<file path="src/verilog/spom_map.vh">
// Register map, field layout, reset values and codes of the status output pin mux.
//
// Behaviour
// - Code 14 turns pins three and four into a CMOS-buffered receive input.
// - Code 15 turns pins three and four into a comparator receive input.
// - Fill substitution acts only when a masked error flag is set by an error.
// - Fill bit clear: output repeats the last valid sample while the flag stands.
// - Fill bit set: output data is all zeros while the masked flag stands.
// - Bypass bit clear (default): invalid flag drives automatic error handling.
// - Bypass bit set: the invalid flag causes no automatic error handling.
`ifndef SPOM_MAP_VH
`define SPOM_MAP_VH

// ----------------------------------------------------------------------------
// Register indexes; byte address is four times the index
// ----------------------------------------------------------------------------
`define SPOM_IDX_SEL_ONE_TWO    8'h26
`define SPOM_IDX_SEL_THREE_FOUR 8'h27
`define SPOM_IDX_IRQ_STATUS     8'h30
`define SPOM_IDX_IRQ_ENABLE     8'h31
`define SPOM_IDX_FLAG_STATE     8'h32

// ----------------------------------------------------------------------------
// Field positions
// ----------------------------------------------------------------------------
`define SPOM_FLD_SEL_LO         3:0
`define SPOM_FLD_SEL_HI         7:4
`define SPOM_BIT_OPTION         8
`define SPOM_EVT_TRANSITION_ERROR_FLAG      0
`define SPOM_EVT_INVALID        1
`define SPOM_EVT_UNLOCK         2
`define SPOM_EVT_CS_UPDATE      3
`define SPOM_EVT_WIDTH          4

// ----------------------------------------------------------------------------
// Reset values
// ----------------------------------------------------------------------------
`define SPOM_RST_SEL_ONE        4'h0
`define SPOM_RST_SEL_TWO        4'h1
`define SPOM_RST_SEL_THREE      4'h2
`define SPOM_RST_SEL_FOUR       4'h3
`define SPOM_RST_FILL           1'b0
`define SPOM_RST_BYPASS         1'b0
`define SPOM_RST_IRQ_ENABLE     4'h0

// ----------------------------------------------------------------------------
// Selector codes
// ----------------------------------------------------------------------------
`define SPOM_SRC_COUNT          14
`define SPOM_SEL_RX_CMOS        4'hE
`define SPOM_SEL_RX_COMP        4'hF

`endif

</file>
<file path="src/verilog/spom_data_fill.v">
// Receiver sample substitution while a masked error flag stands.
`timescale 1ns/1ps
`default_nettype none

module spom_data_fill (
  // Clock and reset
  input  wire        sys_clk,
  input  wire        reset_n,
  // Incoming samples
  input  wire [23:0] sample_in,
  input  wire        sample_strobe,
  // Control
  input  wire        error_active,
  input  wire        fill_zero,
  // Outgoing samples
  output reg  [23:0] sample_out_reg,
  output reg         sample_out_strobe_reg
);

  reg [23:0] last_good_reg;

  // --------------------------------------------------------------------------
  // Substitution
  // --------------------------------------------------------------------------
  // A sample taken during an error is never stored as good, so with fill_zero
  // clear a long error burst keeps repeating the last clean sample.
  always @(posedge sys_clk) begin
    if (!reset_n) begin
      sample_out_reg        <= 24'h000000;
      sample_out_strobe_reg <= 1'b0;
      last_good_reg         <= 24'h000000;
    end else begin
      sample_out_strobe_reg <= sample_strobe;
      if (sample_strobe) begin
        if (error_active) begin
          if (fill_zero) begin
            sample_out_reg <= 24'h000000;
          end else begin
            sample_out_reg <= last_good_reg;
          end
        end else begin
          sample_out_reg <= sample_in;
          last_good_reg  <= sample_in;
        end
      end
    end
  end

endmodule // spom_data_fill

`default_nettype wire

</file>
<file path="src/verilog/spom_top.v">
// Status output pin mux with APB registers, interrupt and receiver error fill.
//
// The APB register port was chosen for this implementation.
`timescale 1ns/1ps
`default_nettype none
`include "spom_map.vh"

module spom_top (
  // Clock and reset
  input  wire        sys_clk,
  input  wire        reset_n,
  // APB slave
  input  wire        psel,
  input  wire        penable,
  input  wire        pwrite,
  input  wire [9:0]  paddr,
  input  wire [31:0] pwdata,
  output wire        pready,
  output reg  [31:0] prdata,
  output wire        pslverr,
  // Receiver flags, same clock domain
  input  wire        validity_flag,
  input  wire        user_flag,
  input  wire        channel_status_flag,
  input  wire        parity_flag,
  input  wire        subframe_clock,
  input  wire        block_start_flag,
  input  wire        unlock_flag,
  input  wire        channel_status_updated,
  input  wire        invalid_flag,
  input  wire        zero_detect_flag,
  input  wire        compressed_payload_flag,
  input  wire        copy_permit_low,
  input  wire        emphasis_flag,
  input  wire        transition_error_flag,
  // Receiver samples
  input  wire [23:0] rx_sample_in,
  input  wire        rx_sample_strobe,
  output wire [23:0] rx_sample_out,
  output wire        rx_sample_out_strobe,
  // Output-only pins
  output wire        general_output_pin_one,
  output wire        general_output_pin_two,
  // Two-way pins
  input  wire        general_output_pin_three_in,
  output wire        general_output_pin_three_out,
  output wire        general_output_pin_three_oe,
  output wire        general_output_pin_three_comparator_en,
  input  wire        general_output_pin_four_in,
  output wire        general_output_pin_four_out,
  output wire        general_output_pin_four_oe,
  output wire        general_output_pin_four_comparator_en,
  // Receive input taken from a pin
  output wire        spdif_pin_rx,
  output wire        spdif_pin_rx_active,
  // Interrupt
  output wire        irq
);

  // --------------------------------------------------------------------------
  // Decoding helpers
  // --------------------------------------------------------------------------
  // Codes at or above the source count select no flag, so the pin rests low.
  // Pins that cannot receive rely on this for codes 14 and 15.
  function spom_pick;
    input [3:0]  code;
    input [13:0] src;
    begin
      if (code < `SPOM_SRC_COUNT) begin
        spom_pick = src[code];
      end else begin
        spom_pick = 1'b0;
      end
    end
  endfunction

  // True for both receive codes, whichever input front end they pick.
  function spom_is_input;
    input [3:0] code;
    begin
      spom_is_input = (code == `SPOM_SEL_RX_CMOS) || (code == `SPOM_SEL_RX_COMP);
    end
  endfunction

  // --------------------------------------------------------------------------
  // Registers
  // --------------------------------------------------------------------------
  reg  [3:0]  sel_one_reg;
  reg  [3:0]  sel_two_reg;
  reg  [3:0]  sel_three_reg;
  reg  [3:0]  sel_four_reg;
  reg         fill_zero_reg;
  reg         bypass_reg;
  reg  [3:0]  irq_status_reg;
  reg  [3:0]  irq_enable_reg;
  reg  [3:0]  evt_prev_reg;
  reg  [3:0]  pin_out_reg;
  wire [3:0]  pin_out_next;
  reg         pin_three_s1_reg;
  reg         pin_three_s2_reg;
  reg         pin_four_s1_reg;
  reg         pin_four_s2_reg;
  reg  [31:0] rdata_next;
  reg         hit_next;
  reg         addr_hit_reg;

  wire [7:0]  reg_index  = paddr[9:2];
  wire        setup_ph   = psel && !penable;
  wire        access_ph  = psel && penable;
  wire        wr_fire    = access_ph && pwrite;
  wire [3:0]  evt_level;
  wire [3:0]  evt_rise;
  wire [13:0] flag_vec;
  wire [15:0] sel_all;
  wire        error_active;

  // Every register answers from flops captured in the setup cycle, so the
  // slave never needs to stretch an access phase.
  assign pready  = 1'b1;
  assign pslverr = access_ph && !addr_hit_reg;

  // --------------------------------------------------------------------------
  // APB read decode
  // --------------------------------------------------------------------------
  always @* begin
    rdata_next = 32'h00000000;
    hit_next   = 1'b1;
    if (paddr[1:0] != 2'b00) begin
      hit_next = 1'b0;
    end else begin
      case (reg_index)
        `SPOM_IDX_SEL_ONE_TWO: begin
          rdata_next[`SPOM_FLD_SEL_LO] = sel_one_reg;
          rdata_next[`SPOM_FLD_SEL_HI] = sel_two_reg;
          rdata_next[`SPOM_BIT_OPTION] = fill_zero_reg;
        end
        `SPOM_IDX_SEL_THREE_FOUR: begin
          rdata_next[`SPOM_FLD_SEL_LO] = sel_three_reg;
          rdata_next[`SPOM_FLD_SEL_HI] = sel_four_reg;
          rdata_next[`SPOM_BIT_OPTION] = bypass_reg;
        end
        `SPOM_IDX_IRQ_STATUS: begin
          rdata_next[3:0] = irq_status_reg;
        end
        `SPOM_IDX_IRQ_ENABLE: begin
          rdata_next[3:0] = irq_enable_reg;
        end
        `SPOM_IDX_FLAG_STATE: begin
          rdata_next[13:0] = flag_vec;
        end
        default: begin
          hit_next = 1'b0;
        end
      endcase
    end
  end

  // Read data is captured in the setup cycle so the access phase answers
  // from flops without adding a wait state.
  always @(posedge sys_clk) begin
    if (!reset_n) begin
      prdata       <= 32'h00000000;
      addr_hit_reg <= 1'b0;
    end else if (setup_ph) begin
      prdata       <= pwrite ? 32'h00000000 : rdata_next;
      addr_hit_reg <= hit_next;
    end
  end

  // --------------------------------------------------------------------------
  // APB writes and interrupt status
  // --------------------------------------------------------------------------
  assign evt_level[`SPOM_EVT_TRANSITION_ERROR_FLAG] = transition_error_flag;
  assign evt_level[`SPOM_EVT_INVALID]   = invalid_flag;
  assign evt_level[`SPOM_EVT_UNLOCK]    = unlock_flag;
  assign evt_level[`SPOM_EVT_CS_UPDATE] = channel_status_updated;
  // Events are taken on the rising edge of a flag level, so a flag that stays
  // high raises its status bit once and a clear is not undone by the level.
  assign evt_rise = evt_level & ~evt_prev_reg;

  always @(posedge sys_clk) begin
    if (!reset_n) begin
      sel_one_reg    <= `SPOM_RST_SEL_ONE;
      sel_two_reg    <= `SPOM_RST_SEL_TWO;
      sel_three_reg  <= `SPOM_RST_SEL_THREE;
      sel_four_reg   <= `SPOM_RST_SEL_FOUR;
      fill_zero_reg  <= `SPOM_RST_FILL;
      bypass_reg     <= `SPOM_RST_BYPASS;
      irq_enable_reg <= `SPOM_RST_IRQ_ENABLE;
      irq_status_reg <= 4'h0;
      evt_prev_reg   <= 4'h0;
    end else begin
      evt_prev_reg <= evt_level;
      if (wr_fire && addr_hit_reg) begin
        case (reg_index)
          `SPOM_IDX_SEL_ONE_TWO: begin
            sel_one_reg   <= pwdata[`SPOM_FLD_SEL_LO];
            sel_two_reg   <= pwdata[`SPOM_FLD_SEL_HI];
            fill_zero_reg <= pwdata[`SPOM_BIT_OPTION];
          end
          `SPOM_IDX_SEL_THREE_FOUR: begin
            sel_three_reg <= pwdata[`SPOM_FLD_SEL_LO];
            sel_four_reg  <= pwdata[`SPOM_FLD_SEL_HI];
            bypass_reg    <= pwdata[`SPOM_BIT_OPTION];
          end
          `SPOM_IDX_IRQ_ENABLE: begin
            irq_enable_reg <= pwdata[3:0];
          end
          default: begin
          end
        endcase
      end
      // A new event in the clearing cycle keeps its bit set.
      if (wr_fire && addr_hit_reg && reg_index == `SPOM_IDX_IRQ_STATUS) begin
        irq_status_reg <= (irq_status_reg & ~pwdata[3:0]) | evt_rise;
      end else begin
        irq_status_reg <= irq_status_reg | evt_rise;
      end
    end
  end

  assign irq = |(irq_status_reg & irq_enable_reg);

  // --------------------------------------------------------------------------
  // Error fill
  // --------------------------------------------------------------------------
  // A flag counts as masked when its interrupt enable bit is clear.
  assign error_active =
    (transition_error_flag && !irq_enable_reg[`SPOM_EVT_TRANSITION_ERROR_FLAG]) ||
    (invalid_flag && !irq_enable_reg[`SPOM_EVT_INVALID] && !bypass_reg);

  spom_data_fill u_fill (
    .sys_clk               (sys_clk),
    .reset_n               (reset_n),
    .sample_in             (rx_sample_in),
    .sample_strobe         (rx_sample_strobe),
    .error_active          (error_active),
    .fill_zero             (fill_zero_reg),
    .sample_out_reg        (rx_sample_out),
    .sample_out_strobe_reg (rx_sample_out_strobe)
  );

  // --------------------------------------------------------------------------
  // Pin output mux
  // --------------------------------------------------------------------------
  assign flag_vec = {emphasis_flag, copy_permit_low, compressed_payload_flag,
                     zero_detect_flag, invalid_flag, channel_status_updated,
                     unlock_flag, block_start_flag, subframe_clock, parity_flag,
                     channel_status_flag, user_flag, validity_flag, ~irq};
  assign sel_all  = {sel_four_reg, sel_three_reg, sel_two_reg, sel_one_reg};

  genvar gi;
  generate
    for (gi = 0; gi < 4; gi = gi + 1) begin : g_pin
      assign pin_out_next[gi] = spom_pick(sel_all[gi*4 +: 4], flag_vec);
    end
  endgenerate

  // Registering the pins keeps glitches of the selector decode off the board.
  always @(posedge sys_clk) begin
    if (!reset_n) begin
      pin_out_reg <= 4'h0;
    end else begin
      pin_out_reg <= pin_out_next;
    end
  end

  // Pins one and two cannot receive; codes 14 and 15 simply drive them low.
  assign general_output_pin_one   = pin_out_reg[0];
  assign general_output_pin_two   = pin_out_reg[1];
  assign general_output_pin_three_out = pin_out_reg[2];
  assign general_output_pin_four_out  = pin_out_reg[3];
  assign general_output_pin_three_oe  = !spom_is_input(sel_three_reg);
  assign general_output_pin_four_oe   = !spom_is_input(sel_four_reg);
  assign general_output_pin_three_comparator_en =
    (sel_three_reg == `SPOM_SEL_RX_COMP);
  assign general_output_pin_four_comparator_en  =
    (sel_four_reg == `SPOM_SEL_RX_COMP);

  // --------------------------------------------------------------------------
  // Receive input from a pin
  // --------------------------------------------------------------------------
  // The board drives these pins with no relation to our clock; only the
  // second stage of each pair is read, to keep metastability off the logic.
  always @(posedge sys_clk) begin
    if (!reset_n) begin
      pin_three_s1_reg <= 1'b0;
      pin_three_s2_reg <= 1'b0;
      pin_four_s1_reg  <= 1'b0;
      pin_four_s2_reg  <= 1'b0;
    end else begin
      pin_three_s1_reg <= general_output_pin_three_in;
      pin_three_s2_reg <= pin_three_s1_reg;
      pin_four_s1_reg  <= general_output_pin_four_in;
      pin_four_s2_reg  <= pin_four_s1_reg;
    end
  end

  // Pin three wins when both pins are set as receive inputs.
  // Software should pick one; the other pin then simply stays undriven.
  assign spdif_pin_rx_active = spom_is_input(sel_three_reg) || spom_is_input(sel_four_reg);
  assign spdif_pin_rx = spom_is_input(sel_three_reg) ? pin_three_s2_reg :
                        spom_is_input(sel_four_reg)  ? pin_four_s2_reg : 1'b0;

endmodule // spom_top

`default_nettype wire

</file>
<file path="config.mk">
export PLATFORM = sky130hd
export DESIGN_NAME = spom_top
export DESIGN_NICKNAME = d
export VERILOG_FILES = /design/src/verilog/spom_data_fill.v /design/src/verilog/spom_top.v
export VERILOG_INCLUDE_DIRS = /design/src /design/src/verilog
export SDC_FILE = /design/constraint.sdc
export NUM_CORES = 1
export LEC_CHECK = 0
export BUFFER_PORTS_ARGS = -buffer_cell sky130_fd_sc_hd__buf_2
export CAP_MARGIN = 0
export CELL_PAD_IN_SITES_DETAIL_PLACEMENT = 1
export CELL_PAD_IN_SITES_GLOBAL_PLACEMENT = 2
export CORE_ASPECT_RATIO = 2
export CORE_MARGIN = 1.5
export CORE_UTILIZATION = 28
export CTS_BUF_LIST = sky130_fd_sc_hd__clkbuf_8
export CTS_CLUSTER_DIAMETER = 50
export CTS_CLUSTER_SIZE = 16
export DETAILED_ROUTE_END_ITERATION = 8
export PLACE_DENSITY = 0.85
export SLEW_MARGIN = 25
export SYNTH_ARGS = -nofsm -noshare
export SYNTH_HDL_FRONTEND = slang
export SYNTH_HIERARCHICAL = 1
export SYNTH_SLANG_ARGS = --single-unit
</file>
<file path="constraint.sdc">
create_clock -name sys_clk -period 1.8 [get_ports sys_clk]
set_input_delay 0.18 -clock sys_clk [delete_from_list [all_inputs] [get_ports sys_clk]]
set_output_delay 0.18 -clock sys_clk [all_outputs]
set_load 0.1 [all_outputs]
</file>
==> results.yml <==
hold_path:
  holdCritPathClass: "in -> reg"
  hold-path-cell-count: 3
route:
  via_per_inst: 5.095
  drt_pre_antenna_iters: 6
  drc: 0
  drtIter0Drc: 78
  drt_wl_total_mm: 16.14
  vias: 4575
  ant_nets: 0
  wl_per_cell_um: 17.97
die:
  die_width_um: 98.27
  die_h_um: 193.5
  dieArea_sq_mm: 0.01902
  start_util: 0.2858
  std_cell_rows: 69
  coreArea_sq_mm: 0.01778
  ios: 158
timing:
  slew-limit-headroom: 0.6520
  rsz0062_at_grt: "no"
  worstMarginPinSlew_ns: 0.5220
  layout_setup_ws_ns: 0.1034
  setup_viol: 0
  hold_violations: 0
  fmax_mhz: 589.4
  finalCriticalPeriod_ns: 1.697
  fin_crit_sh: 0.9425
  clock_skew_ns: 0.01205
  maxSlewViolCount: 0
cts:
  clk_pin_slew_worst_paths_ns: 0.11
  root_buffer: "clkbuf_8"
  numCtsBuffers: 9
  cts_sinks: 102
  h-tree-depth: 3
  clk_latency_ns: 0.37
  cts_tree: "done"
  ctsLongestPathBuffers: 2
synth:
  ys_ff_latch: 102
  yosys_most_used_dff: "dfxtp_1"
  ys_types: 49
  ys_warn_count: 6
  synth.avg_cell_area_sq_um: 8.932
  ys_seq_area_frac: 0.4018
  synth_cells: 569
  synth-edff-count: 0
  netlist_area_sq_mm: 0.005082
  async_reset_ff_frac: 0
  yosysTopAreaCellShare: 0.4018
  synth_top_cell_by_area: "dfxtp_1"
  yosys-top-cells-area: "dfxtp_1 (40%), a21oi_2 (6.9%), mux2i_1 (5.7%)"
place:
  port_buffers: 115
  place_ws_ns: -0.1559
  gp_congestion: 0.8883
  dp.cells: 881
  placed_cell_area_sq_mm: 0.005963
  dp_hpwl_mm: 12.60
final_layout:
  layout_common_cells: "buf_2 (109), dfxtp_1 (98), nand2_1 (65), a21oi_2 (40), o21ai_0 (39)"
  layout.nets: 769
  final_common_cell: "buf_2"
  drive_gt1_frac: 0.3460
  n_antenna_cell: 0
  final_area_sq_mm: 0.006202
  final_cells: 898
  fin_util: 0.3487
  syn_to_final_growth_pct: 22.03
critical_path:
  rrSetupSlack_ns: 0.20
  reg2reg_from: "addr_hit_reg$_SDFFE_PN0P_"
  cp-start-kind: "register"
  reg2reg_depth: 6
  cp.arrival_ns: 1.52
  timing.rr.end: "sel_two_reg[0]$_SDFFE_PN1P_"
  timing.critical_path.from: "sel_four_reg[3]$_SDFFE_PN0P_"
  path_class: "reg -> out"
  cp_data_required_time_ns: 1.62
  setup.worst_path.end: "spdif_pin_rx"
  cp-end-kind: "primary output"
  crit_path_max_fanout: 5
job:
  cap_violations: 0
power:
  cellPowerDensity_mw_per_mm2: 785.7
  p_leak_nw: 2.528
  ir_drop_v: 0.0004365
  fin_total_pwr_mw: 4.873
global_route:
  antenna_found_initial: 0
  grt_max_degree: 61
  grt_pass1_wl_mm: 26.25
  grt_use_total: 0.1740
  grt_pass1_vias: 5031
  overflow: 0
status:
  status: "complete, no violations"
## Yosys cell counts, types with 5 or more instances
| cell | count |
|---|---|
| a21boi_1 | 20 |
| a21oi_1 | 21 |
| a21oi_2 | 40 |
| a22oi_1 | 6 |
| and2_1 | 9 |
| buf_2 | 5 |
| buf_4 | 26 |
| clkbuf_1 | 28 |
| dfxtp_1 | 102 |
| inv_1 | 11 |
| mux2_2 | 11 |
| mux2i_1 | 29 |
| mux4_2 | 8 |
| nand2_1 | 66 |
| nand2b_1 | 5 |
| nand3_1 | 12 |
| nor2_1 | 34 |
| nor2b_1 | 31 |
| nor3_1 | 9 |
| o21ai_0 | 40 |
| o31ai_1 | 5 |
## cell type report
cell class              count  area (sq um)
fillers                  2130         11580
multi-input cells         410          2758
flip-flops and latches    102          2047
repair buffers            147         889.6
well taps                 213         266.5
clock buffers              10         137.6
clock inverters             5         58.81
inverters                  11         45.04
## where the power goes
group | switching [mW] | internal [mW]
registers | 0.0346 | 2.33
clock network | 0.844 | 0.683
logic | 0.762 | 0.221
total | 1.64 | 3.23
## through the flow
step / setup TNS (ns) / hold WS [ns]
2_1_floorplan: -0.03715 / 0.3017
3_3_place_gp: -0.8507 / 0.3963
3_5_place_dp: -1.613 / 0.3912
4_1_cts: 0 / 0.01194
5_1_grt: 0 / 0.01302
6_report: 0 / 0.04494
## layer usage
layer,global-route usage,vias up,wire (um)
li1,-,2164,-
met4,0.09077,0,746
met2,0.3384,140,9098
met5,0,-,0
met3,0.03360,38,660
met1,0.1672,2233,5631
## worst min path at each step
stage,from,end,slack [ns]
after floorplan,unlock_flag,evt_prev_reg[2]$_SDFF_PN0_,0.30
after global placement,general_output_pin_three_in,pin_three_s1_reg$_SDFF_PN0_,0.40
after detailed placement,general_output_pin_four_in,pin_four_s1_reg$_SDFF_PN0_,0.39
after CTS,pwdata[4],sel_four_reg[0]$_SDFFE_PN1P_,0.01
after global routing,pwdata[4],sel_four_reg[0]$_SDFFE_PN1P_,0.01
final,pwdata[4],sel_four_reg[0]$_SDFFE_PN1P_,0.04
## worst max-delay path, cell delays in order, from the launching register on
cell,delay [ns]
dfxtp_1,0.50
nand3_4,0.17
nor2_1,0.13
a22o_2,0.16
buf_12,0.17
## cells by family after synthesis
logic type	after synthesis	share of synthesized area
and+or+nand+nor	188	0.1861
other	2	0.001478
DFF	102	0.4018
AOI/OAI and AO/OA	155	0.2127
muxes	48	0.1169
buffers and inverters	74	0.08099
## repair_timing
item / CTS / global route
hold buffers: 2 / 0
gates resized for setup: 5 / 5
setup buffers: 0 / 0
pin swaps: 0 / 0
hold endpoints to repair: 2 / 0
endpoints found under the setup margin: 5 / 7
(Power assumes the default switching activity.)
